--- config.mk ---
export PLATFORM = sky130hd
export DESIGN_NAME = pct_timer
export DESIGN_NICKNAME = d
export VERILOG_FILES = /design/src/pct_pkg.sv /design/src/pct_timer.sv
export SDC_FILE = /design/constraint.sdc
export NUM_CORES = 1
export LEC_CHECK = 0
export ABC_AREA = 0
export BUFFER_PORTS_ARGS = -buffer_cell sky130_fd_sc_hd__buf_2
export CORE_UTILIZATION = 60
export CTS_CLUSTER_SIZE = 8
export DETAILED_ROUTE_END_ITERATION = 7
export PLACE_DENSITY = 0.83
export SLEW_MARGIN = 20
export SYNTH_ARGS = -nofsm -noshare
export SYNTH_HDL_FRONTEND = slang
export SYNTH_SLANG_ARGS = --single-unit
--- constraint.sdc ---
create_clock -name i_clock -period 4.3 [get_ports i_clock]
set_input_delay 0.43 -clock i_clock [delete_from_list [all_inputs] [get_ports i_clock]]
set_output_delay 0.43 -clock i_clock [all_outputs]
set_load 0.02 [all_outputs]
--- src/pct_pkg.sv ---
package pct_pkg;

	// Register byte offsets on the plain register port.
	localparam logic [4:0] ADDR_CTRL   = 5'h00;
	localparam logic [4:0] ADDR_A_CNT  = 5'h04;
	localparam logic [4:0] ADDR_A_HIGH = 5'h08;
	localparam logic [4:0] ADDR_B_CNT  = 5'h0C;
	localparam logic [4:0] ADDR_STATUS = 5'h10;
	localparam logic [4:0] ADDR_MASK   = 5'h14;

	// Operating mode codes of the first timer.
	localparam logic [1:0] A_TIMER = 2'h0;
	localparam logic [1:0] A_EVENT = 2'h1;
	localparam logic [1:0] A_PWM   = 2'h3;

	// Operating mode codes of the second timer.
	localparam logic [1:0] B_TIMER = 2'h0;
	localparam logic [1:0] B_EVENT = 2'h1;
	localparam logic [1:0] B_MEAS  = 2'h2;

	// Control word layout, bit 0 first from the right.
	typedef struct packed {
		logic       meas_width;
		logic [1:0] mode_b;
		logic [1:0] mode_a;
		logic       start_b;
		logic       start_a;
	} pct_ctrl_t;

	localparam int         CTRL_W   = 7;
	localparam logic [6:0] CTRL_RST = 7'h00;

	// Status and mask bit positions.
	localparam int         IRQ_A   = 0;
	localparam int         IRQ_B   = 1;
	localparam int         IRQ_OVF = 2;
	localparam int         IRQ_W   = 3;
	localparam logic [2:0] IRQ_RST = 3'h0;

	localparam logic [15:0] ALL_ONES   = 16'hFFFF;
	localparam logic [15:0] RELOAD_RST = 16'hFFFF;
	localparam logic [15:0] HIGH_RST   = 16'h0000;
	localparam logic [15:0] CNT_RST    = 16'h0000;

	// Count source: one tick every PRESCALE system clocks.
	localparam int         PRESCALE = 4;
	localparam logic [1:0] DIV_LAST = 2'(PRESCALE - 1);

endpackage

--- src/pct_timer.sv ---
`timescale 1ns/10ps
// Behaviour
// - Entering PWM mode from reset, timer or event mode sets timer A request.
// - Clearing the start flag during PWM output stops the counter.
// - Stopping with PWM output high drives it low and sets request.
// - Stopping with PWM output low leaves output and request untouched.
// - Reading timer B while counting in timer or event mode returns the live counter value.
// - A timer B read in the reload cycle returns all ones.
// - A write while halted is what reads return before counting starts, except a timer B write in measurement mode, which is ignored.
// - Changing measurement selection after start sets timer B request.
// - First measurement edge captures an undefined value without a request.
// - Measurement counter may overflow before first edge, setting flag and request.
module pct_timer
	import pct_pkg::*;
(
	input  wire logic        i_clock,
	input  wire logic        i_rst_n,
	input  wire logic [4:0]  i_addr,
	input  wire logic [31:0] i_wr_data,
	input  wire logic        i_wr_en,
	input  wire logic        i_rd_en,
	output logic      [31:0] o_rd_data,
	input  wire logic        i_event_a,
	input  wire logic        i_event_b,
	output logic             o_pwm_output_pin,
	output logic             o_irq
);

	logic [1:0]        rst_sync_q;
	logic              rst_n;
	logic [1:0]        ev_meta_q;
	logic [1:0]        ev_sync_q;
	logic [1:0]        ev_prev_q;
	logic [1:0]        ev_rise;
	logic [1:0]        ev_fall;
	logic [1:0]        div_q;
	logic              tick;
	pct_ctrl_t         ctrl_q;
	pct_ctrl_t         new_ctrl;
	logic              wr_ctrl;
	logic              wr_a_cnt;
	logic              wr_b_cnt;
	logic [15:0]       wr_low;
	logic [15:0]       cnt_a_q;
	logic [15:0]       reload_a_q;
	logic [15:0]       high_a_q;
	logic              pwm_q;
	logic              a_pwm_run;
	logic              a_step;
	logic              a_stop;
	logic              a_ev_mode;
	logic              a_ev_stop;
	logic              a_ev_fall;
	logic              a_ev_under;
	logic              pwm_next;
	logic [15:0]       cnt_b_q;
	logic [15:0]       reload_b_q;
	logic              first_q;
	logic              b_meas;
	logic              b_step;
	logic              b_edge;
	logic              b_reload_now;
	logic              b_ev_sel;
	logic              b_ev_edge;
	logic              b_ev_ovf;
	logic [IRQ_W-1:0]  status_q;
	logic [IRQ_W-1:0]  mask_q;
	logic [IRQ_W-1:0]  irq_set;
	logic [IRQ_W-1:0]  irq_clr;
	logic [31:0]       rd_d;
	logic [31:0]       rd_data_q;

	// Reset is released through two flip-flops so that release is clean.
	always_ff @(posedge i_clock or negedge i_rst_n) begin
		if (!i_rst_n) begin
			rst_sync_q <= 2'h0;
		end else begin
			rst_sync_q <= {rst_sync_q[0], 1'b1};
		end
	end
	assign rst_n = rst_sync_q[1];

	// Event pins are asynchronous; edges are taken only after two stages.
	for (genvar g = 0; g < 2; g++) begin : g_pin
		logic pin_in;
		assign pin_in = (g == 0) ? i_event_a : i_event_b;
		always_ff @(posedge i_clock or negedge rst_n) begin
			if (!rst_n) begin
				ev_meta_q[g] <= 1'b0;
				ev_sync_q[g] <= 1'b0;
				ev_prev_q[g] <= 1'b0;
			end else begin
				ev_meta_q[g] <= pin_in;
				ev_sync_q[g] <= ev_meta_q[g];
				ev_prev_q[g] <= ev_sync_q[g];
			end
		end
		assign ev_rise[g] = ev_sync_q[g] & ~ev_prev_q[g];
		assign ev_fall[g] = ~ev_sync_q[g] & ev_prev_q[g];
	end

	// Internal count source divider.
	always_ff @(posedge i_clock or negedge rst_n) begin
		if (!rst_n) begin
			div_q <= 2'h0;
		end else if (div_q == DIV_LAST) begin
			div_q <= 2'h0;
		end else begin
			div_q <= div_q + 2'h1;
		end
	end
	assign tick = (div_q == DIV_LAST);

	assign wr_ctrl  = i_wr_en && (i_addr == ADDR_CTRL);
	assign wr_a_cnt = i_wr_en && (i_addr == ADDR_A_CNT);
	assign wr_b_cnt = i_wr_en && (i_addr == ADDR_B_CNT);
	assign wr_low   = i_wr_data[15:0];
	assign new_ctrl = pct_ctrl_t'(i_wr_data[CTRL_W-1:0]);

	always_ff @(posedge i_clock or negedge rst_n) begin
		if (!rst_n) begin
			ctrl_q <= pct_ctrl_t'(CTRL_RST);
		end else if (wr_ctrl) begin
			ctrl_q <= new_ctrl;
		end
	end

	// Timer A: down counter, reload on underflow.
	assign a_pwm_run = ctrl_q.start_a && (ctrl_q.mode_a == A_PWM);
	assign a_step    = (ctrl_q.mode_a == A_EVENT) ? ev_rise[0] : tick;
	assign a_stop    = wr_ctrl && ctrl_q.start_a && !new_ctrl.start_a
	                   && (ctrl_q.mode_a == A_PWM);
	assign pwm_next  = (cnt_a_q < high_a_q);

	always_ff @(posedge i_clock or negedge rst_n) begin
		if (!rst_n) begin
			cnt_a_q    <= CNT_RST;
			reload_a_q <= RELOAD_RST;
		end else if (wr_a_cnt) begin
			reload_a_q <= wr_low;
			if (!ctrl_q.start_a) begin
				cnt_a_q <= wr_low;
			end
		end else if (ctrl_q.start_a && a_step) begin
			cnt_a_q <= (cnt_a_q == CNT_RST) ? reload_a_q : cnt_a_q - 16'h0001;
		end
	end

	always_ff @(posedge i_clock or negedge rst_n) begin
		if (!rst_n) begin
			high_a_q <= HIGH_RST;
		end else if (i_wr_en && (i_addr == ADDR_A_HIGH)) begin
			high_a_q <= wr_low;
		end
	end

	// drive low on stop; a low output is left as it is.
	always_ff @(posedge i_clock or negedge rst_n) begin
		if (!rst_n) begin
			pwm_q <= 1'b0;
		end else if (a_stop || (ctrl_q.mode_a != A_PWM)) begin
			pwm_q <= 1'b0;
		end else if (a_pwm_run && a_step) begin
			pwm_q <= pwm_next;
		end
	end
	assign o_pwm_output_pin = pwm_q;

	assign a_ev_mode  = wr_ctrl && (new_ctrl.mode_a == A_PWM) && (ctrl_q.mode_a != A_PWM);
	// only a high output raises the stop request.
	assign a_ev_stop  = a_stop && pwm_q;
	assign a_ev_fall  = a_pwm_run && a_step && pwm_q && !pwm_next && !a_stop;
	assign a_ev_under = ctrl_q.start_a && (ctrl_q.mode_a != A_PWM) && a_step
	                    && (cnt_a_q == CNT_RST) && !wr_a_cnt;

	// Timer B: down counter in timer and event modes, up counter in measurement.
	assign b_meas       = (ctrl_q.mode_b == B_MEAS);
	assign b_step       = (ctrl_q.mode_b == B_EVENT) ? ev_rise[1] : tick;
	assign b_edge       = ctrl_q.meas_width ? (ev_rise[1] | ev_fall[1]) : ev_rise[1];
	assign b_reload_now = ctrl_q.start_b && !b_meas && b_step && (cnt_b_q == CNT_RST)
	                      && !wr_b_cnt;

	// halted write loads the counter too.
	always_ff @(posedge i_clock or negedge rst_n) begin
		if (!rst_n) begin
			cnt_b_q    <= CNT_RST;
			reload_b_q <= RELOAD_RST;
		end else if (wr_b_cnt && !b_meas) begin
			reload_b_q <= wr_low;
			if (!ctrl_q.start_b) begin
				cnt_b_q <= wr_low;
			end
		end else if (ctrl_q.start_b && b_meas && b_edge) begin
			// capture without clearing the start-up value first.
			reload_b_q <= cnt_b_q;
			cnt_b_q    <= CNT_RST;
		end else if (ctrl_q.start_b && b_meas && tick) begin
			cnt_b_q <= cnt_b_q + 16'h0001;
		end else if (ctrl_q.start_b && !b_meas && b_step) begin
			cnt_b_q <= (cnt_b_q == CNT_RST) ? reload_b_q : cnt_b_q - 16'h0001;
		end
	end

	// The first edge after a start only primes the capture.
	always_ff @(posedge i_clock or negedge rst_n) begin
		if (!rst_n) begin
			first_q <= 1'b0;
		end else if (wr_ctrl && new_ctrl.start_b && !ctrl_q.start_b) begin
			first_q <= 1'b1;
		end else if (ctrl_q.start_b && b_meas && b_edge) begin
			first_q <= 1'b0;
		end
	end

	assign b_ev_sel  = wr_ctrl && ctrl_q.start_b && b_meas
	                   && (new_ctrl.meas_width != ctrl_q.meas_width);
	// no request on the priming edge.
	assign b_ev_edge = ctrl_q.start_b && b_meas && b_edge && !first_q;
	assign b_ev_ovf  = ctrl_q.start_b && b_meas && tick && !b_edge && (cnt_b_q == ALL_ONES);

	always_comb begin
		irq_set          = IRQ_RST;
		irq_set[IRQ_A]   = a_ev_mode | a_ev_stop | a_ev_fall | a_ev_under;
		irq_set[IRQ_B]   = b_reload_now | b_ev_sel | b_ev_edge | b_ev_ovf;
		irq_set[IRQ_OVF] = b_ev_ovf;
	end
	assign irq_clr = (i_wr_en && (i_addr == ADDR_STATUS)) ? i_wr_data[IRQ_W-1:0] : IRQ_RST;

	// A request arriving with a write-one-to-clear survives it.
	always_ff @(posedge i_clock or negedge rst_n) begin
		if (!rst_n) begin
			status_q <= IRQ_RST;
		end else begin
			status_q <= (status_q & ~irq_clr) | irq_set;
		end
	end

	always_ff @(posedge i_clock or negedge rst_n) begin
		if (!rst_n) begin
			mask_q <= IRQ_RST;
		end else if (i_wr_en && (i_addr == ADDR_MASK)) begin
			mask_q <= i_wr_data[IRQ_W-1:0];
		end
	end
	assign o_irq = |(status_q & mask_q);

	// live counter read, all ones in the reload cycle.
	always_comb begin
		rd_d = 32'h00000000;
		unique case (i_addr)
			ADDR_CTRL:   rd_d[CTRL_W-1:0] = ctrl_q;
			ADDR_A_CNT:  rd_d[15:0] = cnt_a_q;
			ADDR_A_HIGH: rd_d[15:0] = high_a_q;
			ADDR_B_CNT:  rd_d[15:0] = b_meas ? reload_b_q
			                        : (b_reload_now ? ALL_ONES : cnt_b_q);
			ADDR_STATUS: rd_d[IRQ_W-1:0] = status_q;
			ADDR_MASK:   rd_d[IRQ_W-1:0] = mask_q;
			default:     rd_d = 32'h00000000;
		endcase
	end

	// Read data stand for the single cycle after the strobe.
	always_ff @(posedge i_clock or negedge rst_n) begin
		if (!rst_n) begin
			rd_data_q <= 32'h00000000;
		end else if (i_rd_en) begin
			rd_data_q <= rd_d;
		end else begin
			rd_data_q <= 32'h00000000;
		end
	end
	assign o_rd_data = rd_data_q;

	a_pwm_entry_irq: assert property (
		@(posedge i_clock) disable iff (!rst_n)
		a_ev_mode |=> status_q[IRQ_A])
		else $error("PWM mode entry did not set timer A request.");

	a_pwm_stop_hold: assert property (
		@(posedge i_clock) disable iff (!rst_n)
		a_stop ##1 (!wr_a_cnt && !wr_ctrl) |=> $stable(cnt_a_q))
		else $error("Timer A kept counting after stop.");

	a_stop_high_low: assert property (
		@(posedge i_clock) disable iff (!rst_n)
		(a_stop && pwm_q) |=> (!o_pwm_output_pin && status_q[IRQ_A]))
		else $error("High PWM stop did not go low with request.");

	a_stop_low_quiet: assert property (
		@(posedge i_clock) disable iff (!rst_n)
		(a_stop && !pwm_q && !status_q[IRQ_A] && new_ctrl.mode_a == A_PWM)
		|=> (!o_pwm_output_pin && !status_q[IRQ_A]))
		else $error("Low PWM stop changed output or request.");

	a_read_live: assert property (
		@(posedge i_clock) disable iff (!rst_n)
		(i_rd_en && i_addr == ADDR_B_CNT && !b_meas && !b_reload_now)
		|=> (o_rd_data[15:0] == $past(cnt_b_q)))
		else $error("Timer B read did not return the counter.");

	a_read_reload_ones: assert property (
		@(posedge i_clock) disable iff (!rst_n)
		(i_rd_en && i_addr == ADDR_B_CNT && b_reload_now) |=> (o_rd_data == 32'h0000FFFF))
		else $error("Reload cycle read was not all ones.");

	a_halted_write: assert property (
		@(posedge i_clock) disable iff (!rst_n)
		(wr_b_cnt && !b_meas && !ctrl_q.start_b) |=> (cnt_b_q == $past(wr_low)))
		else $error("Halted write not seen in the counter.");

	a_meas_sel_irq: assert property (
		@(posedge i_clock) disable iff (!rst_n)
		b_ev_sel |=> status_q[IRQ_B])
		else $error("Selection change did not set timer B request.");

	a_first_edge_quiet: assert property (
		@(posedge i_clock) disable iff (!rst_n)
		(ctrl_q.start_b && b_meas && b_edge && first_q && !status_q[IRQ_B] && !wr_ctrl)
		|=> (!status_q[IRQ_B] && !first_q))
		else $error("First measurement edge raised a request.");

	a_overflow_flag: assert property (
		@(posedge i_clock) disable iff (!rst_n)
		b_ev_ovf |=> (status_q[IRQ_OVF] && status_q[IRQ_B] && cnt_b_q == CNT_RST))
		else $error("Measurement overflow not flagged.");

endmodule

==> results of run 1 <==
## worst paths after layout
path,startpoint,end,depth (start not counted)
max,cnt_b_q[0],o_rd_data[15],8
max in group asynchronous,rst_sync_q[1],reload_b_q[5],2
max reg2reg,cnt_b_q[0],o_rd_data[15],8
min,i_event_a,ev_meta_q[0],1
min reg2reg,rst_sync_q[1],high_a_q[3],0
min in group asynchronous,rst_sync_q[1],high_a_q[3],0
## cell usage in the layout (no fill, tap or decap), types with 5 or more instances in the layout
master / instances
mux2i_1: 12
inv_1: 30
a22oi_1: 19
a21o_1: 7
mux2_2: 12
or3_1: 6
ha_1: 21
dfstp_2: 32
nor4_1: 6
xnor2_1: 12
o2111ai_1: 6
nand2b_1: 6
nor2_1: 43
buf_2: 44
nand2_1: 139
clkbuf_16: 17
o221ai_1: 6
nand4_1: 13
conb_1: 17
o21ai_1: 19
nand3b_1: 5
buf_4: 9
mux2_1: 14
a22o_1: 13
a31oi_1: 11
o221ai_2: 10
nor3_1: 13
a21oi_1: 56
o21ai_0: 26
o22ai_1: 6
nand3_1: 26
o211ai_1: 10
dfrtp_1: 88
## power by group through the flow
stage	registers [mW]	logic, mW	clock network, mW
after floorplan	1.69	1.01	0
after detailed placement	1.93	1.05	0
final	1.93	1.09	1.32
after global routing	1.97	1.22	1.38
after CTS	1.92	1.07	1.33
after global placement	1.91	0.996	0
## routing by layer
metal  part of all wire [%]  routed length [µm]
met3                    8.2                1660
met2                     48                9720
met5                      0                   0
met4                    2.9                 580
met1                     41                8230
## registers in the layout, summed over array words and instances, names as in the netlist, 2 cells and up
signal and count:
cnt_a_q 16, cnt_b_q 16, high_a_q 16, o_rd_data 16
reload_a_q 16, reload_b_q 16, ctrl_q 7, mask_q 3
status_q 3, div_q 2, ev_meta_q 2, ev_prev_q 2
ev_sync_q 2, rst_sync_q 2
## logic make-up (layout without fill, tap and decap cells)
kind of cell    Yosys count  in the layout  synth area share [%]
simple gates            299            299                  19.8
compound gates          230            230                  21.7
flops                   121            121                  40.9
buf+inv                 106            117                  6.88
mux                      38             38                  5.50
fa+ha+maj                21             21                  3.50
xor+xnor                 14             14                  1.63
other cells               2             17                 0.100
## repair_timing
action                                  CTS  global route
hold buffers                              1             0
hold endpoints to repair                  2             0
endpoints found under the setup margin    0             0
## cell type report
class | count | area [µm²]
clock inverter | 12 | 106
inverter | 30 | 113
multi-input combinational | 619 | 3990
sequential | 121 | 3070
tap | 168 | 210
fill | 974 | 3870
timing repair buffer | 55 | 318
clock buffer | 20 | 437
## metrics by stage
step	cell area (µm²)	utilization (%)
2_1_floorplan	7570	-
3_3_place_gp	7670	63.3
3_5_place_dp	7670	63.3
4_1_cts	8220	67.9
5_1_grt	8240	68.0
6_report	8240	68.0
## critical path, cell delays in order (launching register included)
cell	delay, ps
dfrtp_1	500
inv_1	140
ha_1	170
nor4b_2	300
and4_1	510
o21ai_2	140
o21ai_4	580
o221ai_1	260
a21oi_1	310
==> results.cfg, run 1 <==
[status]
status = complete, no violations

[setup_path]
cp-start-kind = flip-flop
reg2reg_setup_slack_ps = 1250
crit_type = reg2reg
cp_max_fo = 16
cp.required_ps = 4610
critPathCaptureType = flip-flop
worstPathArrival_ps = 3360

[global_routing]
grt_busiest_layer = met2
grtUsageMet3_pct = 7.76
grt_util_met2_pct = 52.0
grt_use_met1_pct = 43.2
grtUsageTotal_pct = 32.9
grt_pass1_wl_mm = 32.5
grt_pass1_vias = 6304
antenna_found_initial = 0
overflow = 0
grt_max_degree = 83

[floorplan]
die_h_um = 114
die_w_um = 114
die-area_um2 = 13000
pin_count = 77
core.rowCount = 40
start_util_pct = 62.0
core_um2 = 12100

[yosys]
yosysUniqueCellTypes = 85
synth-async-reset-ratio_pct = 100
synth_edf_count = 0
ys_seq_elements = 121
syn_inst = 831
syn_area_um2 = 7510
avgSynthCellArea_um2 = 9.04
yosys_warnings = 0
synth.yosys.seq_area_share_pct = 40.9
yosysMostFrequentCell = nand2_1
synth.area.top_cells = dfrtp_1, dfstp_2, nand2_1
synth_area_leader_cell = dfrtp_1
yosys_most_used_dff = dfrtp_1
ys_top_cells_by_count = nand2_1, dfrtp_1, a21oi_1
netlist.area_leader.share_pct = 29.7

[pwr]
ir_worst_vdd_mv = 0.376
cellPowerDensity_nw_per_um2 = 526
p_leak_nw = 3.52
p_sw_mw = 1.60
swShare_pct = 36.9
combPwrFrac_pct = 25.1
p_int_mw = 2.74
power_frac_seq_pct = 44.5
total_power_mw = 4.34
power_frac_clock_pct = 30.4

[cells_and_area]
fin_cells = 1025
drive_above_1_share_pct = 18.6
n_antenna_cell = 0
fin_nets = 908
area_growth_pct = 9.75

[placed_design]
gp_congestion = 0.956
port_buffers = 44
post-place-ws_ps = 1350
detailed_place_hpwl_mm = 13.7
place_inst = 991

[timing]
finClkSkew_ps = 14.1
fin_tns_setup_ps = 0
relSlewSlack_pct = 27.6
period_minus_slack_ps = 3050
drv_slew = 0
rsz0062_at_grt = no
hold_viol_final = 0
timing.hold.ws_ps = 101
setup_slack_ps = 1250
finalSetupViolCount = 0
fin_crit_sh_pct = 70.8
worstMarginPinSlew_ps = 1090
fmax_mhz = 328

[clock_network]
clock_sinks = 121
clockBufferDepth = 2
cts.repair.resized = 0
htree_num_levels = 4
clkTransAtPathRegs_ps = 50
clk_latency_ps = 440
root_buffer = clkbuf_16
post_cts_buffers = 0
cts_tree = done
numCtsBuffers = 17

[detailed_routing]
vias = 6655
routed_wl_mm = 20.2
wire_per_inst_um = 19.7
drt_iter0_drc = 691
drcViolationCount = 0
antenna_left = 0
drt_pass1_iterations = 7
avgViaCountPerCell = 6.49

[worst_hold_path]
hold_path_class = in2reg

[run]
maxCapViolations = 0
No activity file was read; power rests on OpenSTA's default activity.
==> inputs of run 2 (changes only) <==
- CORE_UTILIZATION: 60 -> 54
- PLACE_DENSITY: 0.83 -> 0.79
- clock period: 4.3 -> 2.6 ns (I/O delays scaled with it)
==> results.cfg, run 2 (synthesized netlist as in run 1, its figures left out) <==
[timing]
worstMarginPinSlew_ps = 792
relSlewSlack_pct = 47.0
rsz0062_at_grt = no
fin_crit_sh_pct = 92.8
period_minus_slack_ps = 2410
drv_slew = 0
finClkSkew_ps = 9.45
finalSetupViolCount = 0
fin_tns_setup_ps = 0
hold_viol_final = 0
fmax_mhz = 414

[status]
status = complete, no violations

[setup_path]
crit_type = reg2reg
cp-start-kind = flip-flop
path_depth = 9
critPathCaptureType = flip-flop
cp_max_fo = 8
crit_chain = inv_1, ha_1, nor4b_2, and4_1, o21ai_2, o21ai_4, buf_4, o221ai_1, a21oi_1
crit_family = simple AND/OR/NAND/NOR gates
cp.required_ps = 2930
reg2reg_from = cnt_b_q[0]
cp_slowest_cell = and4_1
worstPathArrival_ps = 2750
setup.worst_path.start = cnt_b_q[0]
cp_slowest_stage_delay_ps = 440
rr_worst_depth = 9
cp_num_buf_inv = 2
crit_path_end = o_rd_data[7]
r2r_end = o_rd_data[7]
reg2reg_setup_slack_ps = 190

[clock_network]
clock_sinks = 121
clkTransAtPathRegs_ps = 50
htree_num_levels = 4
clk_latency_ps = 430
clockBufferDepth = 2
post_cts_buffers = 0
root_buffer = clkbuf_16
cts_tree = done
numCtsBuffers = 17

[floorplan]
die_w_um = 120
die-area_um2 = 14400
core.rowCount = 42
start_util_pct = 56.0
pin_count = 77
core_um2 = 13400
die_h_um = 120

[detailed_routing]
drcViolationCount = 0
drt_pass1_iterations = 6
antenna_left = 0
avgViaCountPerCell = 6.27
drt_iter0_drc = 796
wire_per_inst_um = 19.0
vias = 6723
routed_wl_mm = 20.4

[pwr]
total_power_mw = 7.39
ir_worst_vdd_mv = 0.510
cellPowerDensity_nw_per_um2 = 862
p_leak_nw = 3.73

[placed_design]
detailed_place_hpwl_mm = 14.3
gp_congestion = 0.948
port_buffers = 44

[cells_and_area]
fin_util_pct = 64.0
drive_above_1_share_pct = 22.3
area_growth_pct = 14.2
fin_nets = 947
layout_common_cells = nand2_1, dfrtp_1, a21oi_1
fillCellCount = 1112
n_antenna_cell = 0
final_common_cell = nand2_1

[global_routing]
grt_max_degree = 51
grtUsageTotal_pct = 30.2
overflow = 0
antenna_found_initial = 0
grt_pass1_wl_mm = 33.1
grt_pass1_vias = 6211

[worst_hold_path]
min_path_cells = 3
hold_path_class = in2reg

[run]
maxCapViolations = 0
-- run 2: cell count changes in the layout (fill, tap and decap cells not counted), sizes merged --
cell / previous run / this run
clkbuf: 20 / 18
inv: 31 / 32
dlygate4sd3: 1 / 3
buf: 54 / 91
clkinvlp: 4 / 3
clkinv: 6 / 8
-- run 2: worst min path at each step --
stage / slack [ps] / startpoint / endpoint
after CTS: 80 / i_wr_data[10] / reload_a_q[10]
after detailed placement: 50 / i_rst_n / rst_sync_q[0]
after floorplan: -40 / i_rst_n / rst_sync_q[0]
after global placement: 50 / i_rst_n / rst_sync_q[0]
final: 90 / i_wr_data[9] / reload_a_q[9]
after global routing: 90 / i_wr_data[9] / reload_a_q[9]
-- run 2: per-layer routing --
metal / global-route usage, % / share of wire (%) / vias to the layer above
li1: - / - / 3108
met1: 42.2 / 44 / 3211
met2: 44.8 / 45 / 346
met3: 6.56 / 8.3 / 58
met4: 13.8 / 3.3 / 0
met5: 0 / 0 / -
-- run 2: cell type report --
cell class / instances / area, µm² / share of cell area (%)
multi-input combinational: 619 / 3990 / 46.5
clock buffer: 18 / 439 / 5.12
clock inverter: 14 / 125 / 1.46
tap: 176 / 220 / 2.57
inverter: 30 / 113 / 1.31
timing repair buffer: 94 / 616 / 7.18
sequential: 121 / 3070 / 35.8
-- run 2: tightest hold or removal path, cell delays in order --
cell     delay (ps)
buf_2           150
nand2_1          60
nand2_1          40
-- run 2: power by group --
group          switching (mW)  internal [mW]  total [mW]
clock                   0.907           1.34        2.24
combinational            1.24          0.926        2.17
sequential              0.545           2.43        2.97
-- run 2: through the flow --
step	std cells	area (µm²)	setup slack [ps]	hold WS [ps]
final	1072	8570	186	91.2
after global routing	1072	8570	99.2	91.8
after CTS	1072	8570	197	78.7
after detailed placement	1037	7980	200	46.3
after global placement	1037	7980	295	46.2
after floorplan	846	7570	461	-35.6
-- run 2: repair_timing --
action,4_1_cts,5_1_grt
resized for setup,0,1
setup endpoints to repair,0,3
hold buffers,3,0
endpoints found under the hold margin,4,0
